<file path="src/rtl/srs_pkg.sv">
// Package with constants, types and register map of the reset and clock sequencer.
package srs_pkg;
    localparam logic [11:0] SRS_ADDR_CONFIG = 12'h000;
    localparam logic [11:0] SRS_ADDR_CAUSE  = 12'h004;
    localparam logic [11:0] SRS_ADDR_STATE  = 12'h008;
    localparam int          SRS_CFG_SHORT   = 0;
    localparam int          SRS_CFG_STOPEN  = 1;
    localparam int          SRS_CFG_MONITOR = 2;
    localparam int          SRS_CFG_PLLSEL  = 3;
    localparam logic [3:0]  SRS_CFG_RESET   = 4'h0;
    localparam logic [1:0]  SRS_RESP_OKAY   = 2'h0;
    localparam logic [1:0]  SRS_RESP_SLVERR = 2'h2;
    localparam int          SRS_CLK_MHZ     = 200;
    localparam int          SRS_REF_PERIOD_NS = 5;
    localparam int          SRS_POR_CYC     = 4096;
    localparam int          SRS_LONG_REC    = 4096;
    localparam int          SRS_SHORT_REC   = 32;
    localparam int          SRS_DRIVE_CYC   = 32;
    localparam int          SRS_HOLD_CYC    = 32;
    localparam int          SRS_EXT_MIN_CYC = 67;
    localparam logic [11:0] SRS_POR_LAST    = 12'(SRS_POR_CYC - 1);
    localparam logic [11:0] SRS_LONG_LAST   = 12'(SRS_LONG_REC - 1);
    localparam logic [11:0] SRS_SHORT_LAST  = 12'(SRS_SHORT_REC - 1);
    localparam logic [5:0]  SRS_DRIVE_LAST  = 6'(SRS_DRIVE_CYC - 1);
    localparam logic [5:0]  SRS_HOLD_LAST   = 6'(SRS_HOLD_CYC - 1);
    localparam logic [6:0]  SRS_EXT_MIN     = 7'(SRS_EXT_MIN_CYC);
    localparam logic [1:0]  SRS_DIV_LAST    = 2'h3;
    localparam logic [1:0]  SRS_DIV_HALF    = 2'h1;

    typedef enum logic [7:0] {
        SRS_ST_POR    = 8'h01,
        SRS_ST_DRIVE  = 8'h02,
        SRS_ST_HOLD   = 8'h04,
        SRS_ST_EXT    = 8'h08,
        SRS_ST_RUN    = 8'h10,
        SRS_ST_WAIT   = 8'h20,
        SRS_ST_HALT   = 8'h40,
        SRS_ST_RECOV  = 8'h80
    } srs_state_t;

    typedef struct packed {
        logic power_on;
        logic pin;
        logic watchdog_timeout;
        logic bad_opcode_flag;
        logic bad_address_flag;
        logic monitor_entry_reset;
        logic low_voltage_inhibit;
    } srs_cause_t;

    localparam srs_cause_t SRS_CAUSE_POR = 7'h40;

    typedef struct packed {
        logic power_on_pulse;
        logic low_voltage_inhibit;
        logic watchdog_overflow;
        logic bad_opcode;
        logic halt_insn;
        logic wait_insn;
        logic opcode_fetch_unmapped;
        logic monitor_entry_reset;
        logic wake_request;
        logic break_state;
        logic test_high_voltage_rst;
        logic test_high_voltage_irq;
        logic pll_out_tick;
    } srs_events_t;

    typedef struct packed {
        logic       internal_reset;
        logic       alt_vector;
        logic       cpu_clk_en;
        logic [1:0] periph_clk_en;
        logic       watchdog_disable;
        logic       rst_pin_out;
        logic       rst_pin_oe_n;
    } srs_ctrl_t;
endpackage : srs_pkg

</file>
<file path="src/rtl/srs_sequencer.sv">
// Reset sequencer, bus clock enables and timing counter with an AXI4-Lite register slave.
`timescale 1ns/10ps
// What this block does
// - Bus clock enable is the oscillator or PLL tick stream divided by four.
// - After power-on or low voltage, clocks stay off for 4096 cycles, pin low.
// - Leaving halt, counter runs on reference clock; clocks off for 4096 or 32.
// - In wait the CPU clock stops while two peripheral clock enables keep running.
// - Every reset asserts internal reset and selects normal or monitor vector pair.
// - Internal reset returns registers and modules to their default state.
// - Internal resets clear the 12-bit counter; an external reset leaves it.
// - Each reset source sets its own flag in the reset cause register.
// - External low of at least 67 cycles sets the pin flag unless power-on.
// - Internal sources drive the pin low 32 cycles, then 32 more internal reset.
// - Power-on and low voltage drive the pin low 4096+32, then 32 more.
// - Recovery totals 4160 cycles for long resets and 64 for the other internal resets.
// - Power-on sets the power-on flag and clears all other cause flags.
// - Watchdog overflow causes an internal reset and sets the watchdog flag.
// - Watchdog disable is decoded only from test voltage in monitor or break.
// - Illegal opcode resets and flags; halt with halting disabled is illegal.
// - Opcode fetch from unmapped space resets and flags; data accesses do not.
// - Low voltage sets its flag and runs the long reset sequence.
// - Monitor entry with erased vectors causes an internal reset driving the pin.
// - A 12-bit counter times oscillator startup, halt recovery and watchdog prescale.
// - Halt clears the counter; short recovery bit selects 32 instead of 4096.
// - After every reset state the counter keeps counting freely.
module srs_sequencer (
    input  wire  logic                 aclk,
    input  wire  logic                 aresetn,
    input  wire  logic [11:0]          s_axi_awaddr,
    input  wire  logic                 s_axi_awvalid,
    output logic                       s_axi_awready,
    input  wire  logic [31:0]          s_axi_wdata,
    input  wire  logic [3:0]           s_axi_wstrb,
    input  wire  logic                 s_axi_wvalid,
    output logic                       s_axi_wready,
    output logic [1:0]                 s_axi_bresp,
    output logic                       s_axi_bvalid,
    input  wire  logic                 s_axi_bready,
    input  wire  logic [11:0]          s_axi_araddr,
    input  wire  logic                 s_axi_arvalid,
    output logic                       s_axi_arready,
    output logic [31:0]                s_axi_rdata,
    output logic [1:0]                 s_axi_rresp,
    output logic                       s_axi_rvalid,
    input  wire  logic                 s_axi_rready,
    input  wire  srs_pkg::srs_events_t ev,
    input  wire  logic                 rst_pin_in,
    output srs_pkg::srs_ctrl_t         ctrl,
    output logic [11:0]                timing_count
);
    import srs_pkg::*;

    typedef struct packed {
        srs_state_t  state;
        logic [11:0] cnt;
        logic [5:0]  sub;
        logic [6:0]  low_cnt;
        logic [1:0]  div;
        logic [1:0]  pin_sync;
        srs_cause_t  cause;
        logic [3:0]  cfg;
        logic        aw_got;
        logic        w_got;
        logic [11:0] aw_addr;
        logic [31:0] w_data;
        logic [3:0]  w_strb;
        logic        bvalid;
        logic [1:0]  bresp;
        logic        rvalid;
        logic [31:0] rdata;
        logic [1:0]  rresp;
        srs_ctrl_t   ctrl;
    } srs_regs_t;

    srs_regs_t r;
    srs_regs_t n;

    function automatic logic in_reset(input srs_state_t s);
        in_reset = (s == SRS_ST_POR) || (s == SRS_ST_DRIVE) ||
                   (s == SRS_ST_HOLD) || (s == SRS_ST_EXT);
    endfunction : in_reset

    function automatic logic is_mapped(input logic [11:0] a);
        is_mapped = (a == SRS_ADDR_CONFIG) || (a == SRS_ADDR_CAUSE) ||
                    (a == SRS_ADDR_STATE);
    endfunction : is_mapped

    ////////////////////////////////////////////////////////////////////////////////
    always_comb begin
        logic       src_tick;
        logic       bus_tick;
        logic       half_tick;
        logic       long_req;
        logic       short_req;
        logic       halt_bad;
        logic       pin_low;
        logic       rd_cause;
        logic       do_wr;
        srs_cause_t set;
        src_tick  = 1'b0;
        bus_tick  = 1'b0;
        half_tick = 1'b0;
        long_req  = 1'b0;
        short_req = 1'b0;
        halt_bad  = 1'b0;
        pin_low   = 1'b0;
        rd_cause  = 1'b0;
        do_wr     = 1'b0;
        set       = '0;
        n         = r;

        // The pin is sampled through two flip-flops before any use.
        n.pin_sync = {r.pin_sync[0], rst_pin_in};
        pin_low    = !r.pin_sync[1];

        // Bus clock rate is the selected source divided by four.
        src_tick  = r.cfg[SRS_CFG_PLLSEL] ? ev.pll_out_tick : 1'b1;
        if (src_tick) begin
            n.div = r.div + 2'h1;
        end
        bus_tick  = src_tick && (r.div == SRS_DIV_LAST);
        half_tick = src_tick && (r.div == SRS_DIV_HALF);

        // The timing counter runs freely unless a sequence clears or holds it.
        n.cnt = r.cnt + 12'h001;

        halt_bad  = ev.halt_insn && !r.cfg[SRS_CFG_STOPEN];
        long_req  = ev.power_on_pulse || ev.low_voltage_inhibit;
        short_req = ev.watchdog_overflow || ev.bad_opcode || halt_bad ||
                    ev.opcode_fetch_unmapped || ev.monitor_entry_reset;

        set.power_on            = ev.power_on_pulse;
        set.low_voltage_inhibit = ev.low_voltage_inhibit;
        set.watchdog_timeout    = ev.watchdog_overflow;
        set.bad_opcode_flag     = ev.bad_opcode || halt_bad;
        set.bad_address_flag    = ev.opcode_fetch_unmapped;
        set.monitor_entry_reset = ev.monitor_entry_reset;

        case (r.state)
            SRS_ST_POR: begin
                if (r.cnt == SRS_POR_LAST) begin
                    n.state = SRS_ST_DRIVE;
                    n.sub   = '0;
                end
            end
            SRS_ST_DRIVE: begin
                n.sub = r.sub + 6'h01;
                if (r.sub == SRS_DRIVE_LAST) begin
                    n.state = SRS_ST_HOLD;
                    n.sub   = '0;
                end
            end
            SRS_ST_HOLD: begin
                n.sub = r.sub + 6'h01;
                if (r.sub == SRS_HOLD_LAST) begin
                    n.state = SRS_ST_RUN;
                end
            end
            SRS_ST_EXT: begin
                if (r.low_cnt != SRS_EXT_MIN) begin
                    n.low_cnt = r.low_cnt + 7'h01;
                end
                if (!pin_low) begin
                    set.pin = (r.low_cnt >= SRS_EXT_MIN);
                    n.state = SRS_ST_HOLD;
                    n.sub   = '0;
                end
            end
            SRS_ST_RUN: begin
                if (ev.wait_insn) begin
                    n.state = SRS_ST_WAIT;
                end else if (ev.halt_insn && r.cfg[SRS_CFG_STOPEN]) begin
                    n.state = SRS_ST_HALT;
                    n.cnt   = '0;
                end
            end
            SRS_ST_WAIT: begin
                if (ev.wake_request) begin
                    n.state = SRS_ST_RUN;
                end
            end
            SRS_ST_HALT: begin
                n.cnt = '0;
                if (ev.wake_request) begin
                    n.state = SRS_ST_RECOV;
                end
            end
            SRS_ST_RECOV: begin
                if (r.cfg[SRS_CFG_SHORT] ? (r.cnt == SRS_SHORT_LAST)
                                         : (r.cnt == SRS_LONG_LAST)) begin
                    n.state = SRS_ST_RUN;
                end
            end
            default: begin
                n.state = SRS_ST_POR;
                n.cnt   = '0;
            end
        endcase

        // An external low outside a reset sequence leaves the counter running.
        if (!in_reset(r.state) && pin_low) begin
            n.state   = SRS_ST_EXT;
            n.low_cnt = 7'h01;
        end
        if (!in_reset(r.state) && short_req) begin
            n.state = SRS_ST_DRIVE;
            n.sub   = '0;
            n.cnt   = '0;
        end
        if (long_req) begin
            n.state = SRS_ST_POR;
            n.cnt   = '0;
        end

        ////////////////////////////////////////////////////////////////////////////////
        // Write channel: address and data are taken in either order.
        if (s_axi_awvalid && r.ctrl.rst_pin_oe_n && !r.aw_got && !r.bvalid) begin
            n.aw_got  = 1'b1;
            n.aw_addr = s_axi_awaddr;
        end
        if (s_axi_wvalid && !r.w_got && !r.bvalid) begin
            n.w_got  = 1'b1;
            n.w_data = s_axi_wdata;
            n.w_strb = s_axi_wstrb;
        end
        if (r.aw_got && r.w_got) begin
            do_wr    = 1'b1;
            n.aw_got = 1'b0;
            n.w_got  = 1'b0;
            n.bvalid = 1'b1;
            n.bresp  = is_mapped(r.aw_addr) ? SRS_RESP_OKAY : SRS_RESP_SLVERR;
        end
        if (r.bvalid && s_axi_bready) begin
            n.bvalid = 1'b0;
        end
        if (do_wr && (r.aw_addr == SRS_ADDR_CONFIG) && r.w_strb[0]) begin
            n.cfg = r.w_data[3:0];
        end
        // The internal reset returns the configuration to its default.
        if (in_reset(r.state)) begin
            n.cfg = SRS_CFG_RESET;
        end

        // Read channel: reading the cause register clears flags not newly set.
        if (s_axi_arvalid && !r.rvalid) begin
            n.rvalid = 1'b1;
            n.rresp  = is_mapped(s_axi_araddr) ? SRS_RESP_OKAY : SRS_RESP_SLVERR;
            case (s_axi_araddr)
                SRS_ADDR_CONFIG: n.rdata = {28'h0000000, r.cfg};
                SRS_ADDR_CAUSE: begin
                    n.rdata  = {24'h000000, r.cause, 1'b0};
                    rd_cause = 1'b1;
                end
                SRS_ADDR_STATE:  n.rdata = {12'h000, r.state, r.cnt};
                default:         n.rdata = 32'h00000000;
            endcase
        end
        if (r.rvalid && s_axi_rready) begin
            n.rvalid = 1'b0;
        end
        n.cause = (rd_cause ? srs_cause_t'('0) : r.cause) | set;
        if (ev.power_on_pulse) begin
            n.cause = SRS_CAUSE_POR;
        end

        ////////////////////////////////////////////////////////////////////////////////
        // Outputs are registered; reset, clock enables and pin drive come from the next state.
        n.ctrl.internal_reset = in_reset(n.state);
        n.ctrl.alt_vector     = r.cfg[SRS_CFG_MONITOR];
        n.ctrl.cpu_clk_en     = bus_tick && (n.state == SRS_ST_RUN);
        n.ctrl.periph_clk_en  = {half_tick, bus_tick} &
                                {2{(n.state == SRS_ST_RUN) || (n.state == SRS_ST_WAIT)}};
        n.ctrl.watchdog_disable =
            (r.cfg[SRS_CFG_MONITOR] && (ev.test_high_voltage_rst || ev.test_high_voltage_irq))
            || (ev.break_state && ev.test_high_voltage_rst);
        n.ctrl.rst_pin_out    = 1'b0;
        n.ctrl.rst_pin_oe_n   = !((n.state == SRS_ST_POR) || (n.state == SRS_ST_DRIVE));
    end

    ////////////////////////////////////////////////////////////////////////////////
    always_ff @(posedge aclk) begin
        if (!aresetn) begin
            r              <= '0;
            r.state        <= SRS_ST_POR;
            r.cause        <= SRS_CAUSE_POR;
            r.cfg          <= SRS_CFG_RESET;
            r.pin_sync     <= 2'h3;
            r.ctrl.internal_reset <= 1'b1;
            r.ctrl.rst_pin_oe_n   <= 1'b0;
        end else begin
            r <= n;
        end
    end

    assign s_axi_awready = s_axi_awvalid && r.ctrl.rst_pin_oe_n && !r.aw_got && !r.bvalid;
    assign s_axi_wready  = s_axi_wvalid && !r.w_got && !r.bvalid;
    assign s_axi_bvalid  = r.bvalid;
    assign s_axi_bresp   = r.bresp;
    assign s_axi_arready = s_axi_arvalid && !r.rvalid;
    assign s_axi_rvalid  = r.rvalid;
    assign s_axi_rdata   = r.rdata;
    assign s_axi_rresp   = r.rresp;
    assign ctrl          = r.ctrl;
    assign timing_count  = r.cnt;
endmodule : srs_sequencer
</file>
<file path="config.mk">
export PLATFORM = sky130hd
export DESIGN_NAME = srs_sequencer
export DESIGN_NICKNAME = d
export VERILOG_FILES = /design/src/rtl/srs_pkg.sv /design/src/rtl/srs_sequencer.sv
export SDC_FILE = /design/constraint.sdc
export NUM_CORES = 1
export LEC_CHECK = 0
export BUFFER_PORTS_ARGS = -buffer_cell sky130_fd_sc_hd__buf_2
export CORE_MARGIN = 5
export CORE_UTILIZATION = 35
export DETAILED_ROUTE_END_ITERATION = 16
export PLACE_DENSITY = 0.61
export REMOVE_ABC_BUFFERS = 1
export SKIP_LAST_GASP = 1
export SLEW_MARGIN = 0
export SYNTH_ARGS = -nofsm -noshare
export SYNTH_HDL_FRONTEND = slang
export SYNTH_SLANG_ARGS = --single-unit
</file>
<file path="constraint.sdc">
create_clock -name aclk -period 2.7 [get_ports aclk]
set_input_delay 0.27 -clock aclk [delete_from_list [all_inputs] [get_ports aclk]]
set_output_delay 0.27 -clock aclk [all_outputs]
set_load 0.01 [all_outputs]
</file>
; ---- Word level (Yosys, flattened, before mapping)
; Index checks and enable logic that the tools add are counted.
[classes]
n_reduce_logical = 64
magnitude_cmp = 1
n_mux = 33
addsub = 4
n_bitwise = 3
n_eq_ne = 26
[op_table]
columns = operator, count
row1 = 2-to-1 mux 8 bit, 9
row2 = case mux 8 bit (8 select lines), 1
row3 = case mux 20 bit (3 select lines), 1
row4 = 2-to-1 mux 20 bit, 2
row5 = 2-to-1 mux 26 bit, 1
row6 = "equality test 12 x 3 -> 1 bit, second input constant", 2
row7 = "equality test 12 x 4 -> 1 bit, second input constant", 2
row8 = zero test 12 bit, 2
row9 = case mux 12 bit (2 select lines), 1
row10 = case mux 6 bit (4 select lines), 1
row11 = logical AND 1 bit, 20
row12 = logical OR 1 bit, 19
row13 = 2-to-1 mux 6 bit, 3
row14 = "equality test 8 x 1 -> 1 bit, second input constant", 2
row15 = "equality test 8 x 2 -> 1 bit, second input constant", 2
row16 = "equality test 8 x 3 -> 1 bit, second input constant", 2
row17 = "equality test 8 x 4 -> 1 bit, second input constant", 2
row18 = "equality test 8 x 5 -> 1 bit, second input constant", 2
row19 = "equality test 8 x 6 -> 1 bit, second input constant", 2
row20 = OR reduction 2 bit, 7
row21 = "adder 12 x 1 -> 12 bit, second input constant", 1
row22 = "equality test 12 bit, second input constant", 1
row23 = "equality test 12 x 5 -> 1 bit, second input constant", 1
row24 = 2-to-1 mux 12 bit, 1
row25 = 24 further kinds, 44
[word_totals]
reg_bits = 144

; ---- Depth between registers and ports, before layout
; Gate-level depths: netlist (run 1).
[logic_depth]
ltp_word = 13
ltp_mapped = 8
ltp_nobuf = 7

; ---- Worst setup path after synthesis (run 1)
; OpenSTA, ideal clock, no wires.
[synth_path]
path_type = register -> register
startpoint = register r[140] in the netlist's numbering
endpoint = register r[113] in the netlist's numbering
arrival_time_ps = 1933
path_stages_with_launch = 8
n_path_buf = 1
period_less_slack_ps = 2050
setup_time_ps = 117
setup_slack_ps = 650
cell_sequence = dfxtp_1 or4_1 buf_4 or4_4 a31oi_4 nand2_1 xor2_1 nor2_2
[synth_between]
elab_chain_cells = 7
word_cells_on_any_way = 11
cone_classes = 4 x eq/ne / 7 x reduce/logical
[synth_lines]
columns = element, line
row1 = start: declaration, srs_sequencer.sv:75  ; srs_regs_t r;
row2 = start signal: assignment, srs_sequencer.sv:291  ; r <= n;
row3 = equality test 8 x 1 -> 1 bit or equality test 8 x 2 -> 1 bit (tied branches), srs_sequencer.sv:79  ; in_reset = (s == SRS_ST_POR) || (s == SRS_ST_DRIVE) ||
row4 = logical OR 1 bit (2 in series), srs_sequencer.sv:79
row5 = logical OR 1 bit, srs_sequencer.sv:80  ; (s == SRS_ST_HOLD) || (s == SRS_ST_EXT);
row6 = zero test 1 bit, srs_sequencer.sv:201  ; if (!in_reset(r.state) && pin_low) begin
row7 = logical AND 1 bit, srs_sequencer.sv:201
row8 = OR reduction 2 bit (no line), -
; Several ways; a longest one is shown, not always the timed one.
; A chain may end at the register's enable or synchronous reset.

; ---- Worst setup path after layout (run 1)
[layout_path]
startpoint = register r[136] in the netlist's numbering
endpoint = register, netlist name ctrl[0]
[layout_between]
elab_chain_cells = 12
word_cells_on_any_way = 31
cone_classes = 10 x eq/ne / 13 x mux / 8 x reduce/logical
[layout_lines]
columns = element, line
row1 = equality test 8 x 1 -> 1 bit or equality test 8 x 2 -> 1 bit (tied branches), "srs_sequencer.sv:79, srs_sequencer.sv:139"
row2 = logical OR 1 bit (2 in series), srs_sequencer.sv:79
row3 = logical OR 1 bit, srs_sequencer.sv:80
row4 = zero test 1 bit, "srs_sequencer.sv:201, srs_sequencer.sv:205"
row5 = logical AND 1 bit, srs_sequencer.sv:201
row6 = 2-to-1 mux 8 bit, srs_sequencer.sv:201
row7 = 2-to-1 mux 26 bit *, srs_sequencer.sv:205  ; if (!in_reset(r.state) && short_req) begin
row8 = 2-to-1 mux 20 bit *, srs_sequencer.sv:210  ; if (long_req) begin
row9 = equality test 8 x 1 -> 1 bit or equality test 8 x 2 -> 1 bit (tied branches), srs_sequencer.sv:277  ; n.ctrl.rst_pin_oe_n = !((n.state == SRS_ST_POR) || (n.state == SRS_ST_DRIVE));
row10 = logical OR 1 bit *, srs_sequencer.sv:277
row11 = zero test 1 bit *, srs_sequencer.sv:277
; Mark *: on every way between the ends. The rest lies on a longest branch, timed or not.

==> results of run 1 <==
[worst reg2reg max path, delay by kind of cell (launching register included)]
kind             cells  cell delay (ns)
AND/OR/NAND/NOR      2             0.40
flip-flops           1             0.56
AO/OA/AOI/OAI        4             1.19
[kinds of logic after synthesis]
| kind of cell | after synthesis | synth area share |
|---|---|---|
| AND/OR/NAND/NOR | 234 | 0.251 |
| other | 1 | 0.000768 |
| multiplexers | 16 | 0.0328 |
| XOR/XNOR | 27 | 0.0484 |
| buffers and inverters | 96 | 0.121 |
| adder cells (fa/ha/maj) | 5 | 0.0128 |
| AO/OA/AOI/OAI | 90 | 0.132 |
| flip-flops | 98 | 0.402 |
[state kept, by name, summed over array words and instances (netlist names)]
register	count
r	53
s_axi_rdata	20
timing_count	12
ctrl	7
n	2
s_axi_bresp	1
s_axi_bvalid	1
s_axi_rresp	1
s_axi_rvalid	1
[worst max-delay path by stage]
stage                          end  slack [ns]                       start
2_1_floorplan  r[113]$_SDFFE_PP0P_        0.51           r[141]$_SDFF_PN0_
3_3_place_gp    ctrl[7]$_SDFF_PN1_        0.46           r[137]$_SDFF_PN0_
3_5_place_dp    ctrl[7]$_SDFF_PN1_        0.43           r[137]$_SDFF_PN0_
4_1_cts         ctrl[7]$_SDFF_PN1_        0.41           r[137]$_SDFF_PN0_
5_1_grt        r[123]$_SDFFE_PP0P_        0.27  timing_count[0]$_SDFF_PP0_
6_report        ctrl[0]$_SDFF_PN0_        0.41           r[136]$_SDFF_PN1_
[through the flow]
step	hold slack (ns)	total power, µW	area [µm²]	setup slack (ns)	cells
after floorplan	0.343	1580	4390	0.513	496
after global placement	0.406	1650	5210	0.463	787
after detailed placement	0.392	1660	5210	0.427	787
after CTS	0.113	3010	5530	0.414	803
after global routing	0.135	3080	5530	0.265	803
final	0.135	2960	5530	0.413	803
[power groups by stage]
| stage | clock network, µW | logic (µW) | registers (µW) |
|---|---|---|---|
| final | 1340 | 148 | 1480 |
| after global routing | 1430 | 166 | 1480 |
| after CTS | 1380 | 150 | 1480 |
| after detailed placement | 0 | 149 | 1510 |
| after global placement | 0 | 145 | 1510 |
| after floorplan | 0 | 69.4 | 1510 |
[routing by layer]
metal / up-vias / global-route usage
met4: 4 / 0.0468
met3: 18 / 0.0446
met2: 95 / 0.219
met1: 1819 / 0.185
li1: 1980 / -
met5: - / 0
[cell type report]
cell class | instances | area (µm²)
fillers | 1445 | 8250
multi-input cells | 387 | 2390
flip-flops and latches | 98 | 1960
repair buffers | 111 | 596
clock buffers | 15 | 288
well taps | 180 | 225
inverters | 11 | 41.3
clock inverters | 1 | 30.0
[Yosys cell counts, drive strengths merged (3+ instances only)]
master   n  area share
nand3   13       0.013
dfxtp   98        0.40
or4      4      0.0069
inv     11      0.0085
o21ai   12       0.012
a211o    3      0.0054
nand3b   3      0.0046
mux2i   16       0.033
xor2    16       0.029
and2     9       0.012
nand4   14       0.018
xnor2   11       0.020
clkbuf  18       0.014
or2      4      0.0051
nor2    59       0.046
ha       5       0.013
buf     67       0.098
nor3     8      0.0082
nand2   55       0.042
a21boi  15       0.024
a21oi   23       0.024
nor4b    5       0.010
nor2b   25       0.032
a21o     3      0.0046
nor4    12       0.018
nand2b  11       0.014
a22oi   16       0.025
==> impl_metrics.tcl, run 1 <==
set metrics [dict create \
    status "finished, final reports clean" \
    max_cap_violations 0 \
    yosys.cell_types.count 60 \
    switchingPower_uw 611 \
    core_area_um2 13800 \
    worstHoldStart "rst_pin_in" \
    routedWlPerCell_um 13.9 \
    die-height_um 128 \
    route.vias.total 3916 \
    mostFrequentLayoutCells "sky130_fd_sc_hd__dfxtp_1, sky130_fd_sc_hd__buf_2, sky130_fd_sc_hd__nor2_1" \
    detailedRoute.firstPassIterationCount 4 \
    drcViolationCount 0 \
    crit_arrival_ns 2.50 \
    number_of_antenna_violations_at_the_first_check_in_global_routing 2 \
    syn_area_per_cell_um2 8.61 \
    global_route.usage.total 0.141 \
    internal-power_uw 2350 \
    ys.warnings.count 0 \
    detailedRoute.firstIterationViolations 195 \
    r2r_end "ctrl[0]$_SDFF_PN0_" \
    route.antenna.remaining_nets 0 \
    worst-setup-path-type "flop to flop" \
    portBuffers 95 \
    critical_path_buf_inv_count 0 \
    crit_slowest_cell "sky130_fd_sc_hd__a211oi_1" \
    p_sw_frac 0.206 \
    grt_pass1_wl_um 18700 \
    power.density_nw_per_um2 536 \
    power_frac_clock 0.451 \
    cts_htree_levels 3 \
    ctsLongestPathBuffers 2 \
    grt_remaining_overflow 0 \
    syn_to_final_growth_pct 13.2 \
    min_period_over_period 0.847 \
    cell_area_after_synthesis_um2 4880 \
    maximum_number_of_pins_on_one_net_before_global_route_repair 53 \
    final_hold_viol_count 0 \
    path_cells "nor2_1, a211oi_1, nand2b_1, a21o_1, a211o_1, o211ai_1" \
    cts.sink_count 98 \
    ir_worst_vdd_mv 0.296 \
    crit_path_start_kind "flop" \
    worstRegToRegCells 6 \
    first_global_vias 3840 \
    antenna_cells 0 \
    synth_async_sr_flop_share 0 \
    dpl.hpwl_um 8580 \
    postCtsSetupBuffers 0 \
    worst_endpoint_required_time_ns 2.91 \
    timing.clock.skew_ns 0.00821 \
    boundaryPins 142 \
    tightest_slew_ns 0.628 \
    synth_cells 567 \
    totalWireLength_um 11200 \
    reg2reg_setup_slack_ns 0.41 \
    period_needed_ns 2.29 \
    timing.slew.headroom 0.579 \
    synthFlopType "sky130_fd_sc_hd__dfxtp_1" \
    sequential_element_share_of_the_synthesized_area 0.402 \
    starting_density_of_the_core 0.355 \
    power_frac_comb 0.050 \
    setup_viol 0 \
    share_seq_of_total_power 0.498 \
    rows 43 \
    clockRootBuffer "sky130_fd_sc_hd__clkbuf_16" \
    postCtsHoldBufs 0 \
    drv_slew 0 \
    crit_end_element "flop" \
    setup_total_negative_slack_ns 0 \
    die_width_um 128 \
    worst_path_largest_cell_delay_ns 0.59 \
    fraction_of_layout_instances_using_a_drive_strength_above_1 0.220 \
    setup_repair_after_global_routing_missed_its_margin "false" \
    post_cts_clock_slew_at_the_launch_and_capture_registers_of_the_worst_setup_and_hold_paths_ns 0.06 \
    place.gp.congestion 0.858 \
    hold_path_class "input pin to flop" \
    met2_wirelength_um 5040 \
    nNetsFinal 704 \
    die_area_um2 16400 \
    clock_tree_from_tritoncts "yes" \
    path_depth 6 \
    finalCoreUtilization 0.401 \
    cts_inserted_buffers 9 \
    worst_hold_path.num_cells 2 \
    post_cts_resized 0 \
    crit_fanout 10 \
    r2r_start "r[136]$_SDFF_PN1_" \
    synth_edf_count 0 \
    met3WireLength_um 809 \
    leading_cell_type_in_the_layout_fill_and_taps_excluded "sky130_fd_sc_hd__dfxtp_1" \
    vias_per_cell 4.88 \
    max_freq_mhz 437 \
    ys_seq_elements 98 \
    wirelength_met1_um 5150 \
    worst_skew_pair.late_latency_ns 0.35 \
    worst_path_dominant_cell_family "compound AO/OA/AOI/OAI gates" \
    power_leakage_uw 0.00226 \
    hold-path-endpoint "n[108]$_SDFF_PN1_" \
    maxUsedRoutingLayer "met5" \
]
Power figures use the tool's default switching activity.
==> inputs of run 2 (changes only) <==
--- a/config.mk
+++ b/config.mk
@@ -5,11 +5,12 @@
 export SDC_FILE = /design/constraint.sdc
 export NUM_CORES = 1
 export LEC_CHECK = 0
+export ABC_AREA = 1
 export BUFFER_PORTS_ARGS = -buffer_cell sky130_fd_sc_hd__buf_2
 export CORE_MARGIN = 5
 export CORE_UTILIZATION = 35
 export DETAILED_ROUTE_END_ITERATION = 16
-export PLACE_DENSITY = 0.61
+export PLACE_DENSITY = 0.63
 export REMOVE_ABC_BUFFERS = 1
 export SKIP_LAST_GASP = 1
 export SLEW_MARGIN = 0
==> constraint.sdc (replaced) <==
create_clock -name aclk -period 1.95 [get_ports aclk]
set_input_delay 0.195 -clock aclk [delete_from_list [all_inputs] [get_ports aclk]]
set_output_delay 0.195 -clock aclk [all_outputs]
set_load 0.01 [all_outputs]
==> impl_metrics.tcl, run 2 <==
set metrics [dict create \
    cts_inserted_buffers 9 \
    switchingPower_uw 898 \
    hold_path_class "input pin to flop" \
    totalWireLength_um 11400 \
    top_register "r" \
    worst-setup-path-type "flop to flop" \
    synth_compound_gate_area_share 0.133 \
    max_freq_mhz 574 \
    global_route.usage.total 0.143 \
    setup_viol 0 \
    synth.area.mux_share 0 \
    maximum_number_of_pins_on_one_net_before_global_route_repair 34 \
    number_of_antenna_violations_at_the_first_check_in_global_routing 0 \
    share_seq_of_total_power 0.530 \
    max_cap_violations 0 \
    timing.hold.ws_ns 0.0169 \
    most_frequent_cells_after_synthesis "sky130_fd_sc_hd__nand2_1, sky130_fd_sc_hd__nor2_1, sky130_fd_sc_hd__dfxtp_1" \
    portBuffers 95 \
    placement.cell_area_um2 5370 \
    route.vias.total 4284 \
    worst_endpoint_required_time_ns 2.19 \
    route.antenna.remaining_nets 0 \
    power.density_nw_per_um2 692 \
    largest_register_ff_count 53 \
    die-height_um 129 \
    internal-power_uw 3000 \
    synth_async_sr_flop_share 0 \
    yosys.cell_types.count 47 \
    crit_path_start_kind "flop" \
    leading_cell_type_in_the_layout_fill_and_taps_excluded "sky130_fd_sc_hd__nand2_1" \
    synth_top_family_by_area "simple AND/OR/NAND/NOR gates" \
    syn_to_final_growth_pct 12.8 \
    clock_tree_from_tritoncts "yes" \
    p_sw_frac 0.231 \
    timing.slew.headroom 0.478 \
    fraction_of_the_mapped_netlist_area_in_simple_logic_gates 0.301 \
    post_synth_main_area_contributors "sky130_fd_sc_hd__dfxtp_1, sky130_fd_sc_hd__nand2_1, sky130_fd_sc_hd__buf_4" \
    first_global_vias 3907 \
    boundaryPins 142 \
    synth.largest_area_cell "sky130_fd_sc_hd__dfxtp_1" \
    place.gp.congestion 0.875 \
    dpl.hpwl_um 8820 \
    cell_area_after_synthesis_um2 4990 \
    cts.sink_count 98 \
    power_frac_clock 0.404 \
    routedWlPerCell_um 12.2 \
    die_width_um 129 \
    nNetsFinal 838 \
    power_leakage_uw 0.00247 \
    vias_per_cell 4.58 \
    sequential_element_share_of_the_synthesized_area 0.393 \
    pre_cts_slack_ns 0.153 \
    ys_seq_elements 98 \
    count_of_fill_cells_added_during_filler_insertion 1481 \
    crit_end_element "flop" \
    syn_area_per_cell_um2 7.26 \
    ctsLongestPathBuffers 2 \
    status "finished, final reports clean" \
    drcViolationCount 0 \
    detailedRoute.firstIterationViolations 204 \
    timing.clock.skew_ns 0.00602 \
    synth_edf_count 0 \
    worst_skew_pair.late_latency_ns 0.35 \
    yosysTopAreaCellShare 0.393 \
    final_hold_viol_count 0 \
    ir_worst_vdd_mv 0.369 \
    die_area_um2 16800 \
    post_cts_clock_slew_at_the_launch_and_capture_registers_of_the_worst_setup_and_hold_paths_ns 0.06 \
    synthAdderAreaFrac 0.0125 \
    crit_arrival_ns 1.98 \
    grt_pass1_wl_um 19000 \
    crit_fanout 6 \
    tightest_slew_ns 0.783 \
    cts_htree_levels 3 \
    core_area_um2 13900 \
    layout.cell_area.non_filler_um2 5630 \
    synthFlopType "sky130_fd_sc_hd__dfxtp_1" \
    power_frac_comb 0.066 \
    synth_xor_xnor_area_share 0.00702 \
    rows 43 \
    ys.warnings.count 0 \
    final.setup.worst_slack_ns 0.208 \
    mostFrequentLayoutCells "sky130_fd_sc_hd__nand2_1, sky130_fd_sc_hd__nor2_1, sky130_fd_sc_hd__dfxtp_1" \
    min_period_over_period 0.894 \
    grt_remaining_overflow 0 \
    setup_repair_after_global_routing_missed_its_margin "false" \
    detailedRoute.firstPassIterationCount 5 \
    synth_cells 688 \
    drv_slew 0 \
    fraction_of_layout_instances_using_a_drive_strength_above_1 0.235 \
    antenna_cells 0 \
    period_needed_ns 1.74 \
    synth_most_common_cell "sky130_fd_sc_hd__nand2_1" \
    clockRootBuffer "sky130_fd_sc_hd__clkbuf_16" \
    starting_density_of_the_core 0.358 \
]
-- run 2: kinds of logic (layout without fill, tap and decap cells) --
family | after synthesis | in the layout
compound gates | 119 | 119
simple gates | 318 | 318
xor+xnor | 4 | 4
fa+ha+maj | 5 | 5
other cells | 1 | 15
buf+inv | 143 | 197
flops | 98 | 98
-- run 2: routing by layer --
layer | up-vias | share of wire | GRT usage
met4 | 0 | 0.0085 | 0.0355
met5 | - | 0 | 0
li1 | 2271 | - | -
met2 | 110 | 0.43 | 0.216
met1 | 1895 | 0.48 | 0.195
met3 | 8 | 0.077 | 0.0511
-- run 2: path summary, 6_finish.rpt --
kind | start | to | slack (ns) | cells after the start
max | r[140]$_SDFF_PN0_ | ctrl[3]$_SDFF_PN0_ | 0.21 | 10
min | s_axi_bready | s_axi_bvalid$_SDFFE_PP0P_ | 0.02 | 2
max reg2reg | r[140]$_SDFF_PN0_ | ctrl[3]$_SDFF_PN0_ | 0.21 | 10
min reg2reg | n[108]$_SDFF_PN1_ | r[108]$_SDFF_PN1_ | 0.43 | 1
-- run 2: worst max-delay path, cell delays in order (launching register included) --
cell and delay (ns):
sky130_fd_sc_hd__dfxtp_1 0.35, sky130_fd_sc_hd__nor2_2 0.18, sky130_fd_sc_hd__nand2_4 0.10, sky130_fd_sc_hd__nor2_1 0.19, sky130_fd_sc_hd__nor2_1 0.10, sky130_fd_sc_hd__nand3_1 0.12
sky130_fd_sc_hd__nand2_1 0.08, sky130_fd_sc_hd__nor2_2 0.19, sky130_fd_sc_hd__nand3_2 0.11, sky130_fd_sc_hd__nand3_1 0.16, sky130_fd_sc_hd__nor2_1 0.05
-- run 2: metrics by stage --
| stage | utilization | total power (µW) | cells | TNS, ns |
|---|---|---|---|---|
| after floorplan | - | 2240 | 631 | -3.75 |
| after global placement | 0.385 | 2360 | 920 | 0 |
| after detailed placement | 0.385 | 2370 | 920 | 0 |
| after CTS | 0.403 | 3970 | 935 | 0 |
| after global routing | 0.404 | 4090 | 936 | 0 |
| final | 0.404 | 3900 | 936 | 0 |
-- run 2: layout make-up --
type                    instances  area, µm²  share of cell area
well taps                     180        225              0.0400
inverters                      72        278              0.0493
flip-flops and latches         98       1960               0.348
multi-input cells             461       2330               0.413
repair buffers                110        588               0.104
clock inverters                 3       17.5             0.00311
clock buffers                  12        236              0.0420
-- run 2: repair_timing --
item	4_1_cts	5_1_grt
endpoints found under the hold margin	0	0
setup buffers	0	1
hold buffers	0	0
endpoints found under the setup margin	0	3
gates resized for setup	0	2
-- run 2: power by group through the flow --
stage | registers, µW | clock network [µW] | logic, µW
floorplan | 2120 | 0 | 116
global placement | 2110 | 0 | 255
global route | 2070 | 1730 | 294
CTS | 2070 | 1640 | 259
detailed placement | 2110 | 0 | 257
finish | 2070 | 1570 | 257
